### src/hw/rcf_regs.svh
`ifndef RCF_REGS_SVH
`define RCF_REGS_SVH

// widths
`define RCF_NFLAG 11
`define RCF_NEVT 12
`define RCF_AW 8
`define RCF_DW 32
`define RCF_A_W 3
`define RCF_B_W 8

// detect flag positions inside the internal flag vector
`define RCF_F_IWDT 0
`define RCF_F_WDT 1
`define RCF_F_VMON1 2
`define RCF_F_VMON2 3
`define RCF_F_SW 4
`define RCF_F_PAR 5
`define RCF_F_ECC 6
`define RCF_F_BUSM 7
`define RCF_F_SEC 8
`define RCF_F_CACHE 9
`define RCF_F_DEEP 10
// event vector adds the voltage monitor 0 source on top
`define RCF_E_VMON0 11

// clear masks per reset source, laid out as the flag vector
`define RCF_VM0_CLR 11'h7FF
`define RCF_DS0_CLR 11'h3F3
`define RCF_DS1_CLR 11'h003
`define RCF_NO_CLR 11'h000
`define RCF_FLAG_RST 11'h000
`define RCF_EVT_RST 12'h000
`define RCF_DATA_RST 32'h0000_0000

// register offsets
`define RCF_OFF_STAT_A 8'h00
`define RCF_OFF_STAT_B 8'h04
`define RCF_OFF_IRQ_ST 8'h08
`define RCF_OFF_IRQ_EN 8'h0C
`define RCF_OFF_IRQ_CLR 8'h10

// field positions in reset_status_reg_a
`define RCF_A_VMON1 0
`define RCF_A_VMON2 1
`define RCF_A_DEEP 2
// field positions in reset_status_reg_b
`define RCF_B_IWDT 0
`define RCF_B_WDT 1
`define RCF_B_SW 2
`define RCF_B_PAR 3
`define RCF_B_ECC 4
`define RCF_B_BUSM 5
`define RCF_B_SEC 6
`define RCF_B_CACHE 7

`endif

### src/hw/rcf_pkg.sv
`include "rcf_regs.svh"
package rcf_pkg;
  typedef logic [`RCF_NFLAG-1:0] rcf_flags_t;
  typedef logic [`RCF_NEVT-1:0] rcf_events_t;
  typedef logic [`RCF_AW-1:0] rcf_addr_t;
  typedef logic [`RCF_DW-1:0] rcf_data_t;
endpackage : rcf_pkg

### src/hw/rcf_sticky.sv
`include "rcf_regs.svh"
module rcf_sticky #(
  parameter int W = 1
) (
  input wire logic sys_clk,
  input wire logic rst_n,
  input wire logic clk_en,
  input wire logic [W-1:0] set,
  input wire logic [W-1:0] clr,
  output logic [W-1:0] q
);
  genvar i;
  generate
    for (i = 0; i < W; i++) begin : g_bit
      wire next_q = set[i] | (q[i] & ~clr[i]);
      always_ff @(posedge sys_clk) begin
        if (!rst_n) begin
          q[i] <= 1'b0;
        end else if (clk_en) begin
          // set wins over a clear in the same cycle
          q[i] <= next_q;
        end
      end
    end
  endgenerate
endmodule : rcf_sticky

### src/hw/rcf_clear_map.sv
`include "rcf_regs.svh"
module rcf_clear_map (
  input wire logic ev_vmon0,
  input wire logic ev_deep_standby,
  input wire logic deep_standby_cut_select,
  output rcf_pkg::rcf_flags_t clr
);
  wire rcf_pkg::rcf_flags_t vm0_clr;
  wire rcf_pkg::rcf_flags_t ds_clr;
  // every other source contributes nothing here
  assign vm0_clr = ev_vmon0 ? `RCF_VM0_CLR : `RCF_NO_CLR;
  assign ds_clr = !ev_deep_standby ? `RCF_NO_CLR :
                  deep_standby_cut_select ? `RCF_DS1_CLR :
                  `RCF_DS0_CLR;
  assign clr = vm0_clr | ds_clr;
endmodule : rcf_clear_map

### src/hw/rcf_flags.sv
// Summary of operation
// - voltage monitor 0 reset clears all listed flags
// - voltage monitor 1 reset clears no flags
// - voltage monitor 2 reset clears no flags
// - SRAM parity reset clears no flags
// - SRAM ECC reset clears no flags
// - bus master protection reset clears no flags
// - cache parity, security attribute resets clear none
// - deep standby, cut low, clears eight flags
// - deep standby, cut high, clears both watchdog flags
`include "rcf_regs.svh"
module rcf_flags (
  input wire logic sys_clk,
  input wire logic rst_n,
  input wire logic clk_en,
  input wire logic ev_vmon0,
  input wire logic ev_indep_wdt,
  input wire logic ev_wdt,
  input wire logic ev_vmon1,
  input wire logic ev_vmon2,
  input wire logic ev_sw,
  input wire logic ev_sram_parity,
  input wire logic ev_sram_ecc,
  input wire logic ev_bus_master_prot,
  input wire logic ev_security_attr,
  input wire logic ev_cache_parity,
  input wire logic ev_deep_standby,
  input wire logic deep_standby_cut_select,
  input wire rcf_pkg::rcf_addr_t addr,
  input wire rcf_pkg::rcf_data_t wr_data,
  input wire logic wr_en,
  input wire logic rd_en,
  output rcf_pkg::rcf_data_t rd_data,
  output logic irq
);
  wire rcf_pkg::rcf_flags_t set_vec;
  wire rcf_pkg::rcf_flags_t src_clr;
  wire rcf_pkg::rcf_flags_t sw_clr;
  wire rcf_pkg::rcf_flags_t flag_clr;
  wire rcf_pkg::rcf_flags_t flags;
  wire rcf_pkg::rcf_events_t evt_vec;
  wire rcf_pkg::rcf_events_t irq_clr;
  wire rcf_pkg::rcf_events_t irq_st;
  rcf_pkg::rcf_events_t irq_en;

  // each source except voltage monitor 0 sets its own detect flag
  assign set_vec[`RCF_F_IWDT] = ev_indep_wdt;
  assign set_vec[`RCF_F_WDT] = ev_wdt;
  assign set_vec[`RCF_F_VMON1] = ev_vmon1;
  assign set_vec[`RCF_F_VMON2] = ev_vmon2;
  assign set_vec[`RCF_F_SW] = ev_sw;
  assign set_vec[`RCF_F_PAR] = ev_sram_parity;
  assign set_vec[`RCF_F_ECC] = ev_sram_ecc;
  assign set_vec[`RCF_F_BUSM] = ev_bus_master_prot;
  assign set_vec[`RCF_F_SEC] = ev_security_attr;
  assign set_vec[`RCF_F_CACHE] = ev_cache_parity;
  assign set_vec[`RCF_F_DEEP] = ev_deep_standby;
  assign evt_vec = {ev_vmon0, set_vec};

  // bus decode
  wire sel_a = (addr == `RCF_OFF_STAT_A);
  wire sel_b = (addr == `RCF_OFF_STAT_B);
  wire sel_ist = (addr == `RCF_OFF_IRQ_ST);
  wire sel_ien = (addr == `RCF_OFF_IRQ_EN);
  wire sel_icl = (addr == `RCF_OFF_IRQ_CLR);
  wire wr_a = wr_en & sel_a;
  wire wr_b = wr_en & sel_b;
  wire wr_ien = wr_en & sel_ien;
  wire wr_icl = wr_en & sel_icl;

  // software clears a detect flag by writing one to its bit
  assign sw_clr[`RCF_F_VMON1] = wr_a & wr_data[`RCF_A_VMON1];
  assign sw_clr[`RCF_F_VMON2] = wr_a & wr_data[`RCF_A_VMON2];
  assign sw_clr[`RCF_F_DEEP] = wr_a & wr_data[`RCF_A_DEEP];
  assign sw_clr[`RCF_F_IWDT] = wr_b & wr_data[`RCF_B_IWDT];
  assign sw_clr[`RCF_F_WDT] = wr_b & wr_data[`RCF_B_WDT];
  assign sw_clr[`RCF_F_SW] = wr_b & wr_data[`RCF_B_SW];
  assign sw_clr[`RCF_F_PAR] = wr_b & wr_data[`RCF_B_PAR];
  assign sw_clr[`RCF_F_ECC] = wr_b & wr_data[`RCF_B_ECC];
  assign sw_clr[`RCF_F_BUSM] = wr_b & wr_data[`RCF_B_BUSM];
  assign sw_clr[`RCF_F_SEC] = wr_b & wr_data[`RCF_B_SEC];
  assign sw_clr[`RCF_F_CACHE] = wr_b & wr_data[`RCF_B_CACHE];

  // only voltage monitor 0 and deep standby produce a source clear
  rcf_clear_map u_map (
    .ev_vmon0(ev_vmon0),
    .ev_deep_standby(ev_deep_standby),
    .deep_standby_cut_select(deep_standby_cut_select),
    .clr(src_clr)
  );

  assign flag_clr = src_clr | sw_clr;

  rcf_sticky #(.W(`RCF_NFLAG)) u_flags (
    .sys_clk(sys_clk),
    .rst_n(rst_n),
    .clk_en(clk_en),
    .set(set_vec),
    .clr(flag_clr),
    .q(flags)
  );

  // interrupt status: one sticky bit per reset source event
  assign irq_clr = wr_icl ? wr_data[`RCF_NEVT-1:0] : `RCF_EVT_RST;

  rcf_sticky #(.W(`RCF_NEVT)) u_irq_st (
    .sys_clk(sys_clk),
    .rst_n(rst_n),
    .clk_en(clk_en),
    .set(evt_vec),
    .clr(irq_clr),
    .q(irq_st)
  );

  always_ff @(posedge sys_clk) begin
    if (!rst_n) begin
      irq_en <= `RCF_EVT_RST;
    end else if (clk_en && wr_ien) begin
      irq_en <= wr_data[`RCF_NEVT-1:0];
    end
  end

  wire next_irq = |(irq_st & irq_en);

  always_ff @(posedge sys_clk) begin
    if (!rst_n) begin
      irq <= 1'b0;
    end else if (clk_en) begin
      irq <= next_irq;
    end
  end

  // read mux, zero for unmapped offsets and the write-only clear word
  wire [`RCF_A_W-1:0] stat_a = {flags[`RCF_F_DEEP], flags[`RCF_F_VMON2],
                                flags[`RCF_F_VMON1]};
  wire [`RCF_B_W-1:0] stat_b = {flags[`RCF_F_CACHE], flags[`RCF_F_SEC],
                                flags[`RCF_F_BUSM], flags[`RCF_F_ECC],
                                flags[`RCF_F_PAR], flags[`RCF_F_SW],
                                flags[`RCF_F_WDT], flags[`RCF_F_IWDT]};
  wire rcf_pkg::rcf_data_t rd_a = {{(`RCF_DW-`RCF_A_W){1'b0}}, stat_a};
  wire rcf_pkg::rcf_data_t rd_b = {{(`RCF_DW-`RCF_B_W){1'b0}}, stat_b};
  wire rcf_pkg::rcf_data_t rd_ist = {{(`RCF_DW-`RCF_NEVT){1'b0}}, irq_st};
  wire rcf_pkg::rcf_data_t rd_ien = {{(`RCF_DW-`RCF_NEVT){1'b0}}, irq_en};
  wire rcf_pkg::rcf_data_t rd_mux = sel_a ? rd_a :
                                    sel_b ? rd_b :
                                    sel_ist ? rd_ist :
                                    sel_ien ? rd_ien : `RCF_DATA_RST;
  wire rcf_pkg::rcf_data_t next_rd_data = rd_en ? rd_mux : `RCF_DATA_RST;

  // data stand for one cycle only, then return to zero
  always_ff @(posedge sys_clk) begin
    if (!rst_n) begin
      rd_data <= `RCF_DATA_RST;
    end else if (clk_en) begin
      rd_data <= next_rd_data;
    end
  end

  // helper terms: a cycle in which no source clear and no software clear
  wire quiet = clk_en & ~ev_vmon0 & ~ev_deep_standby & ~wr_a & ~wr_b;
  wire no_set = ~(|set_vec);

  AST_VM0_CLEARS: assert property (
    @(posedge sys_clk) disable iff (!rst_n)
    (clk_en && ev_vmon0 && no_set) |=> (flags == `RCF_NO_CLR))
    else $error("voltage monitor 0 reset left a flag set");

  AST_VM1_KEEPS: assert property (
    @(posedge sys_clk) disable iff (!rst_n)
    (quiet && ev_vmon1) |=> ((flags & $past(flags)) == $past(flags)))
    else $error("voltage monitor 1 reset cleared a flag");

  AST_VM2_KEEPS: assert property (
    @(posedge sys_clk) disable iff (!rst_n)
    (quiet && ev_vmon2) |=> ((flags & $past(flags)) == $past(flags)))
    else $error("voltage monitor 2 reset cleared a flag");

  AST_PAR_KEEPS: assert property (
    @(posedge sys_clk) disable iff (!rst_n)
    (quiet && ev_sram_parity) |=>
      ((flags & $past(flags)) == $past(flags)))
    else $error("SRAM parity reset cleared a flag");

  AST_ECC_KEEPS: assert property (
    @(posedge sys_clk) disable iff (!rst_n)
    (quiet && ev_sram_ecc) |=> ((flags & $past(flags)) == $past(flags)))
    else $error("SRAM ECC reset cleared a flag");

  AST_BUSM_KEEPS: assert property (
    @(posedge sys_clk) disable iff (!rst_n)
    (quiet && ev_bus_master_prot) |=>
      ((flags & $past(flags)) == $past(flags)))
    else $error("bus master protection reset cleared a flag");

  AST_CACHE_SEC_KEEPS: assert property (
    @(posedge sys_clk) disable iff (!rst_n)
    (quiet && (ev_cache_parity || ev_security_attr)) |=>
      ((flags & $past(flags)) == $past(flags)))
    else $error("cache or security reset cleared a flag");

  AST_DS_CUT0: assert property (
    @(posedge sys_clk) disable iff (!rst_n)
    (clk_en && ev_deep_standby && !deep_standby_cut_select && !ev_vmon0
     && !wr_a && !wr_b) |=>
      (flags == ($past(set_vec) | ($past(flags) & ~`RCF_DS0_CLR))))
    else $error("deep standby cut low cleared the wrong flags");

  AST_DS_CUT1: assert property (
    @(posedge sys_clk) disable iff (!rst_n)
    (clk_en && ev_deep_standby && deep_standby_cut_select
     && !ev_indep_wdt && !ev_wdt && !ev_vmon0) |=>
      (!flags[`RCF_F_IWDT] && !flags[`RCF_F_WDT]))
    else $error("deep standby cut high kept a watchdog flag");

  AST_SET_WINS: assert property (
    @(posedge sys_clk) disable iff (!rst_n)
    (clk_en && ev_wdt) |=> flags[`RCF_F_WDT] [*1] ##0
      (!clk_en || quiet || flags[`RCF_F_WDT]))
    else $error("watchdog event did not set its flag");

  AST_HOLD: assert property (
    @(posedge sys_clk) disable iff (!rst_n)
    (quiet && no_set) |=> (flags == $past(flags)))
    else $error("detect flags changed with no cause");

  AST_IRQ_LEVEL: assert property (
    @(posedge sys_clk) disable iff (!rst_n)
    clk_en |=> (irq == $past(|(irq_st & irq_en))))
    else $error("interrupt output disagrees with enabled status");

  AST_READ_A: assert property (
    @(posedge sys_clk) disable iff (!rst_n)
    (clk_en && rd_en && sel_a) |=>
      (rd_data[`RCF_A_VMON1] == $past(flags[`RCF_F_VMON1]) &&
       rd_data[`RCF_DW-1:`RCF_A_W] == '0))
    else $error("status register a read returned wrong data");

  AST_DS_CUT1_KEEPS: assert property (
    @(posedge sys_clk) disable iff (!rst_n)
    (clk_en && ev_deep_standby && deep_standby_cut_select && !ev_vmon0
     && !wr_a && !wr_b) |=>
      (flags == ($past(set_vec) | ($past(flags) & ~`RCF_DS1_CLR))))
    else $error("deep standby cut high cleared an unlisted flag");

  AST_SET_EACH: assert property (
    @(posedge sys_clk) disable iff (!rst_n)
    (clk_en && !no_set) |=> ((flags & $past(set_vec)) == $past(set_vec)))
    else $error("a reset event did not set its own flag");

  AST_DS_SETS_DEEP: assert property (
    @(posedge sys_clk) disable iff (!rst_n)
    (clk_en && ev_deep_standby) |=> flags[`RCF_F_DEEP])
    else $error("deep standby reset did not set its flag");

  AST_VM0_IRQ_ST: assert property (
    @(posedge sys_clk) disable iff (!rst_n)
    (clk_en && ev_vmon0) |=> irq_st[`RCF_E_VMON0])
    else $error("voltage monitor 0 event missing from irq status");

  AST_IRQ_ST_SET: assert property (
    @(posedge sys_clk) disable iff (!rst_n)
    (clk_en && |evt_vec) |=> ((irq_st & $past(evt_vec)) == $past(evt_vec)))
    else $error("an event did not set its irq status bit");

  AST_SW_CLR: assert property (
    @(posedge sys_clk) disable iff (!rst_n)
    (clk_en && no_set && (wr_a || wr_b)) |=>
      ((flags & $past(sw_clr)) == `RCF_NO_CLR))
    else $error("write one to a status bit left the flag set");

  AST_FREEZE: assert property (
    @(posedge sys_clk) disable iff (!rst_n)
    !clk_en |=> (flags == $past(flags) && irq_st == $past(irq_st) &&
                 irq_en == $past(irq_en) && irq == $past(irq) &&
                 rd_data == $past(rd_data)))
    else $error("state moved while the clock enable was low");

  AST_IRQ_EN_WR: assert property (
    @(posedge sys_clk) disable iff (!rst_n)
    (clk_en && wr_ien) |=> (irq_en == $past(wr_data[`RCF_NEVT-1:0])))
    else $error("irq enable write did not land");

  AST_IRQ_CLR: assert property (
    @(posedge sys_clk) disable iff (!rst_n)
    (clk_en && wr_icl && !(|evt_vec)) |=>
      ((irq_st & $past(wr_data[`RCF_NEVT-1:0])) == `RCF_EVT_RST))
    else $error("irq clear write left a status bit set");

  AST_RD_IDLE: assert property (
    @(posedge sys_clk) disable iff (!rst_n)
    (clk_en && !rd_en) |=> (rd_data == `RCF_DATA_RST))
    else $error("read data stood beyond its one cycle");

  AST_READ_B: assert property (
    @(posedge sys_clk) disable iff (!rst_n)
    (clk_en && rd_en && sel_b) |=>
      (rd_data[`RCF_B_WDT] == $past(flags[`RCF_F_WDT]) &&
       rd_data[`RCF_B_CACHE] == $past(flags[`RCF_F_CACHE]) &&
       rd_data[`RCF_DW-1:`RCF_B_W] == '0))
    else $error("status register b read returned wrong data");

  AST_RD_UNMAP: assert property (
    @(posedge sys_clk) disable iff (!rst_n)
    (clk_en && rd_en && !sel_a && !sel_b && !sel_ist && !sel_ien) |=>
      (rd_data == `RCF_DATA_RST))
    else $error("unmapped or write-only read returned data");

endmodule : rcf_flags

### config.mk
export PLATFORM = sky130hd
export DESIGN_NAME = rcf_flags
export DESIGN_NICKNAME = d
export VERILOG_FILES = /design/src/hw/rcf_pkg.sv /design/src/hw/rcf_sticky.sv /design/src/hw/rcf_clear_map.sv /design/src/hw/rcf_flags.sv
export VERILOG_INCLUDE_DIRS = /design/src /design/src/hw
export SDC_FILE = /design/constraint.sdc
export NUM_CORES = 1
export LEC_CHECK = 0
export ABC_CLOCK_PERIOD_IN_PS = 1800
export BUFFER_PORTS_ARGS = -buffer_cell sky130_fd_sc_hd__clkbuf_2
export CAP_MARGIN = 40
export CORE_MARGIN = 1
export CORE_UTILIZATION = 44
export DETAILED_ROUTE_END_ITERATION = 8
export HOLD_SLACK_MARGIN = 0.03
export PLACE_DENSITY = 0.76
export SYNTH_ARGS = -nofsm -noshare
export SYNTH_HDL_FRONTEND = slang
export SYNTH_SLANG_ARGS = --single-unit
### constraint.sdc
create_clock -name sys_clk -period 1.8 [get_ports sys_clk]
set_input_delay 0.27 -clock sys_clk [delete_from_list [all_inputs] [get_ports sys_clk]]
set_output_delay 0.27 -clock sys_clk [all_outputs]
set_load 0.02 [all_outputs]
==> flow_summary_export.csv <==
group,metric,value,unit
place,gp_congestion,0.8437,
global_route,grt_pass1_wl,9142,um
setup_path,cp-start-kind,"input port",
final_layout,fin_nets,375,
route,drtIter0Drc,193,
clock_tree,cts-root-buf,"clkbuf_8",
setup_path,cp.required,1.99,ns
synth,ys_warn_count,0,
synth,syn_avg_cell_area,8.882,um^2
synth,synth_top_family_by_area,"simple AND/OR/NAND/NOR gates",
power_and_ir_drop,peakVddDrop,0.4232,mV
synth,synth-edff-count,0,
floorplanning,die_h,75,um
clock_tree,clock_sinks,48,
final_layout,final_cell_count_no_fill,386,
place,place_ws,-0.1189,ns
place,portBuffers,50,
status,status,"completed",
clock_tree,cts_setup_buffers,0,
power_and_ir_drop,p_leak,1.269,nW
setup_path,cp_slowest_cell,"or4_4",
setup_path,crit_type,"in2reg",
synth,async_flop_share,0,%
synth,synth_compound_area_share,18.62,%
setup_path,crit_arrival,1.84,ns
timing,setup_violations,0,
setup_path,path_cells,"clkbuf_2 -> or4_4 -> or4_1 -> buf_4 -> mux2i_1 -> nor2b_1",
global_route,grt_max_degree,24,
synth,yosys-mux-area-fraction,10.41,%
clock_tree,clkTransAtPathRegs,0.08,ns
final_layout,utilization,53.53,%
timing,finalCritPeriodShare,91.30,%
place,hpwlAfterDp,4401,um
timing,worstMarginPinSlew,0.5305,ns
final_layout,diodes,0,
final_layout,layout_common_cells,"clkbuf_2, dfxtp_1, mux2i_1, conb_1, nand2_1",
synth,syn-cell-area,2345,um^2
setup_path,crit_path_max_incr_delay,0.55,ns
final_layout,drive_gt1_share,26.90,%
global_route,antenna_found_initial,0,
timing,slew_violations,0,
global_route,grt_pass1_vias,1943,
timing,hold-worst-slack,0.1881,ns
timing,clock-skew-final,0.003245,ns
clock_tree,cts-resized-gates,0,
route,post_drt_via_cell_ratio,5.391,
min_path,min_path_type,"in2reg",
setup_path,endpoint_kind,"flop",
timing,finalCriticalPeriod,1.643,ns
place,dpl.cell_count,380,
route,drc,0,
clock_tree,numCtsBuffers,5,
route,wire_per_inst,14.99,um
flow_run,drv_cap,0,
timing,max_freq,608.5,MHz
clock_tree,h-tree-depth,2,
route,vias,2081,
floorplanning,start_util,45.91,%
synth,synthAdderAreaFrac,0,%
floorplanning,core_area,5107,um^2
synth,syn_inst,264,
floorplanning,fp.dieArea,5625,um^2
setup_path,crit_fanout,7,
global_route,overflow,0,
clock_tree,cts_max_path_buffers,2,
global_route,grt_usage,22.04,%
floorplanning,io_pins,91,
clock_tree,postCtsHoldBufs,0,
floorplanning,die_w,75,um
final_layout,layout_commonest_cell,"clkbuf_2",
route,wl,5785,um
route,drtAntennaViolNets,0,
final_layout,synthToLayoutAreaGrowth,16.60,%
synth,ys_seq_area_share,40.98,%
synth,synth.distinct_cells,39,
clock_tree,cts_tree,"yes",
power_and_ir_drop,powerDensity,778.7,nW/um^2
synth,synth_top_flop_cell,"dfxtp_1",
power_and_ir_drop,power,2.129,mW
route,dr.pass1.iters,4,
timing,fin_ws,0.1566,ns
synth,ys_ff_latch,48,
timing,hold_viol,0,
clock_tree,clk_latency,0.30,ns
synth,synth-simple-area-share,19.00,%
timing,slew_headroom,64.56,%
timing,rsz0062_at_grt,"false",
floorplanning,rows,26,
synth,synth_xor_area_share,0,%
sequential cells by signal, indices dropped and copies added (netlist names):
register / count
irq: 1
irq_en: 12
rd_data: 12
u_flags.q: 11
u_irq_st.q: 12
cells by family after synthesis:
family,count (synthesis)
multiplexers,24
flip-flops,48
other,1
AO/OA/AOI/OAI,62
buffers and inverters,45
AND/OR/NAND/NOR,84
path summary, 6_finish.rpt:
| check | startpoint | to | slack [ns] | cells after the start |
|---|---|---|---|---|
| setup / recovery | addr[5] | irq_en[7] | 0.16 | 6 |
| hold reg to reg | rd_data[1] | rd_data[1] | 0.46 | 2 |
| setup reg to reg | u_irq_st.q[5] | irq | 0.56 | 3 |
| hold / removal | ev_indep_wdt | u_flags.q[0] | 0.19 | 2 |
final cells by class:
| class | count | area (um^2) |
|---|---|---|
| Multi-Input combinational cell | 190 | 1201 |
| Tap cell | 70 | 87.58 |
| Clock buffer | 5 | 68.82 |
| Inverter | 8 | 30.03 |
| Clock inverter | 1 | 30.03 |
| Sequential cell | 48 | 960.9 |
| Timing Repair Buffer | 64 | 355.3 |
| Fill cell | 495 | 2374 |
critical path, delay by kind of cell:
family	cells	cell delay, ns
multiplexers	1	0.18
buffers and inverters	2	0.31
AND/OR/NAND/NOR	3	1.09
where the power goes:
| group | switching, mW | internal (mW) | leakage [nW] |
|---|---|---|---|
| combinational | 0.155 | 0.104 | 0.827 |
| sequential | 0.0257 | 1.10 | 0.392 |
| clock | 0.346 | 0.399 | 0.0501 |
metrics by stage:
| step | area (um^2) | setup TNS [ns] |
|---|---|---|
| floorplan | 2416 | 0 |
| global placement | 2635 | -1.062 |
| detailed placement | 2635 | -1.504 |
| CTS | 2734 | 0 |
| global route | 2734 | 0 |
| finish | 2734 | 0 |
synthesized netlist by cell type (5+ instances only):
cell type  count  share of area (%)
a21oi_1        5                1.1
a31o_2         8                3.0
and2_1         7                1.9
and3_1         7                1.9
buf_4         20                6.4
clkbuf_1      12                1.9
dfxtp_1       48                 41
inv_1          8                1.3
mux2i_1       21                9.0
nand2_1       19                3.0
nand3_1       18                3.8
nor2_1         9                1.4
nor2b_1       15                4.0
o21ai_0       13                2.8
o22ai_1        7                1.9
routing by layer:
metal,GRT usage (%),routed length (um),vias to the layer above
met5,0,0,-
li1,-,-,1009
met2,36.84,2742,71
met3,4.150,285,15
met4,9.853,167,0
met1,27.66,2590,986
Note: power is estimated with default switching activity, not from simulation.
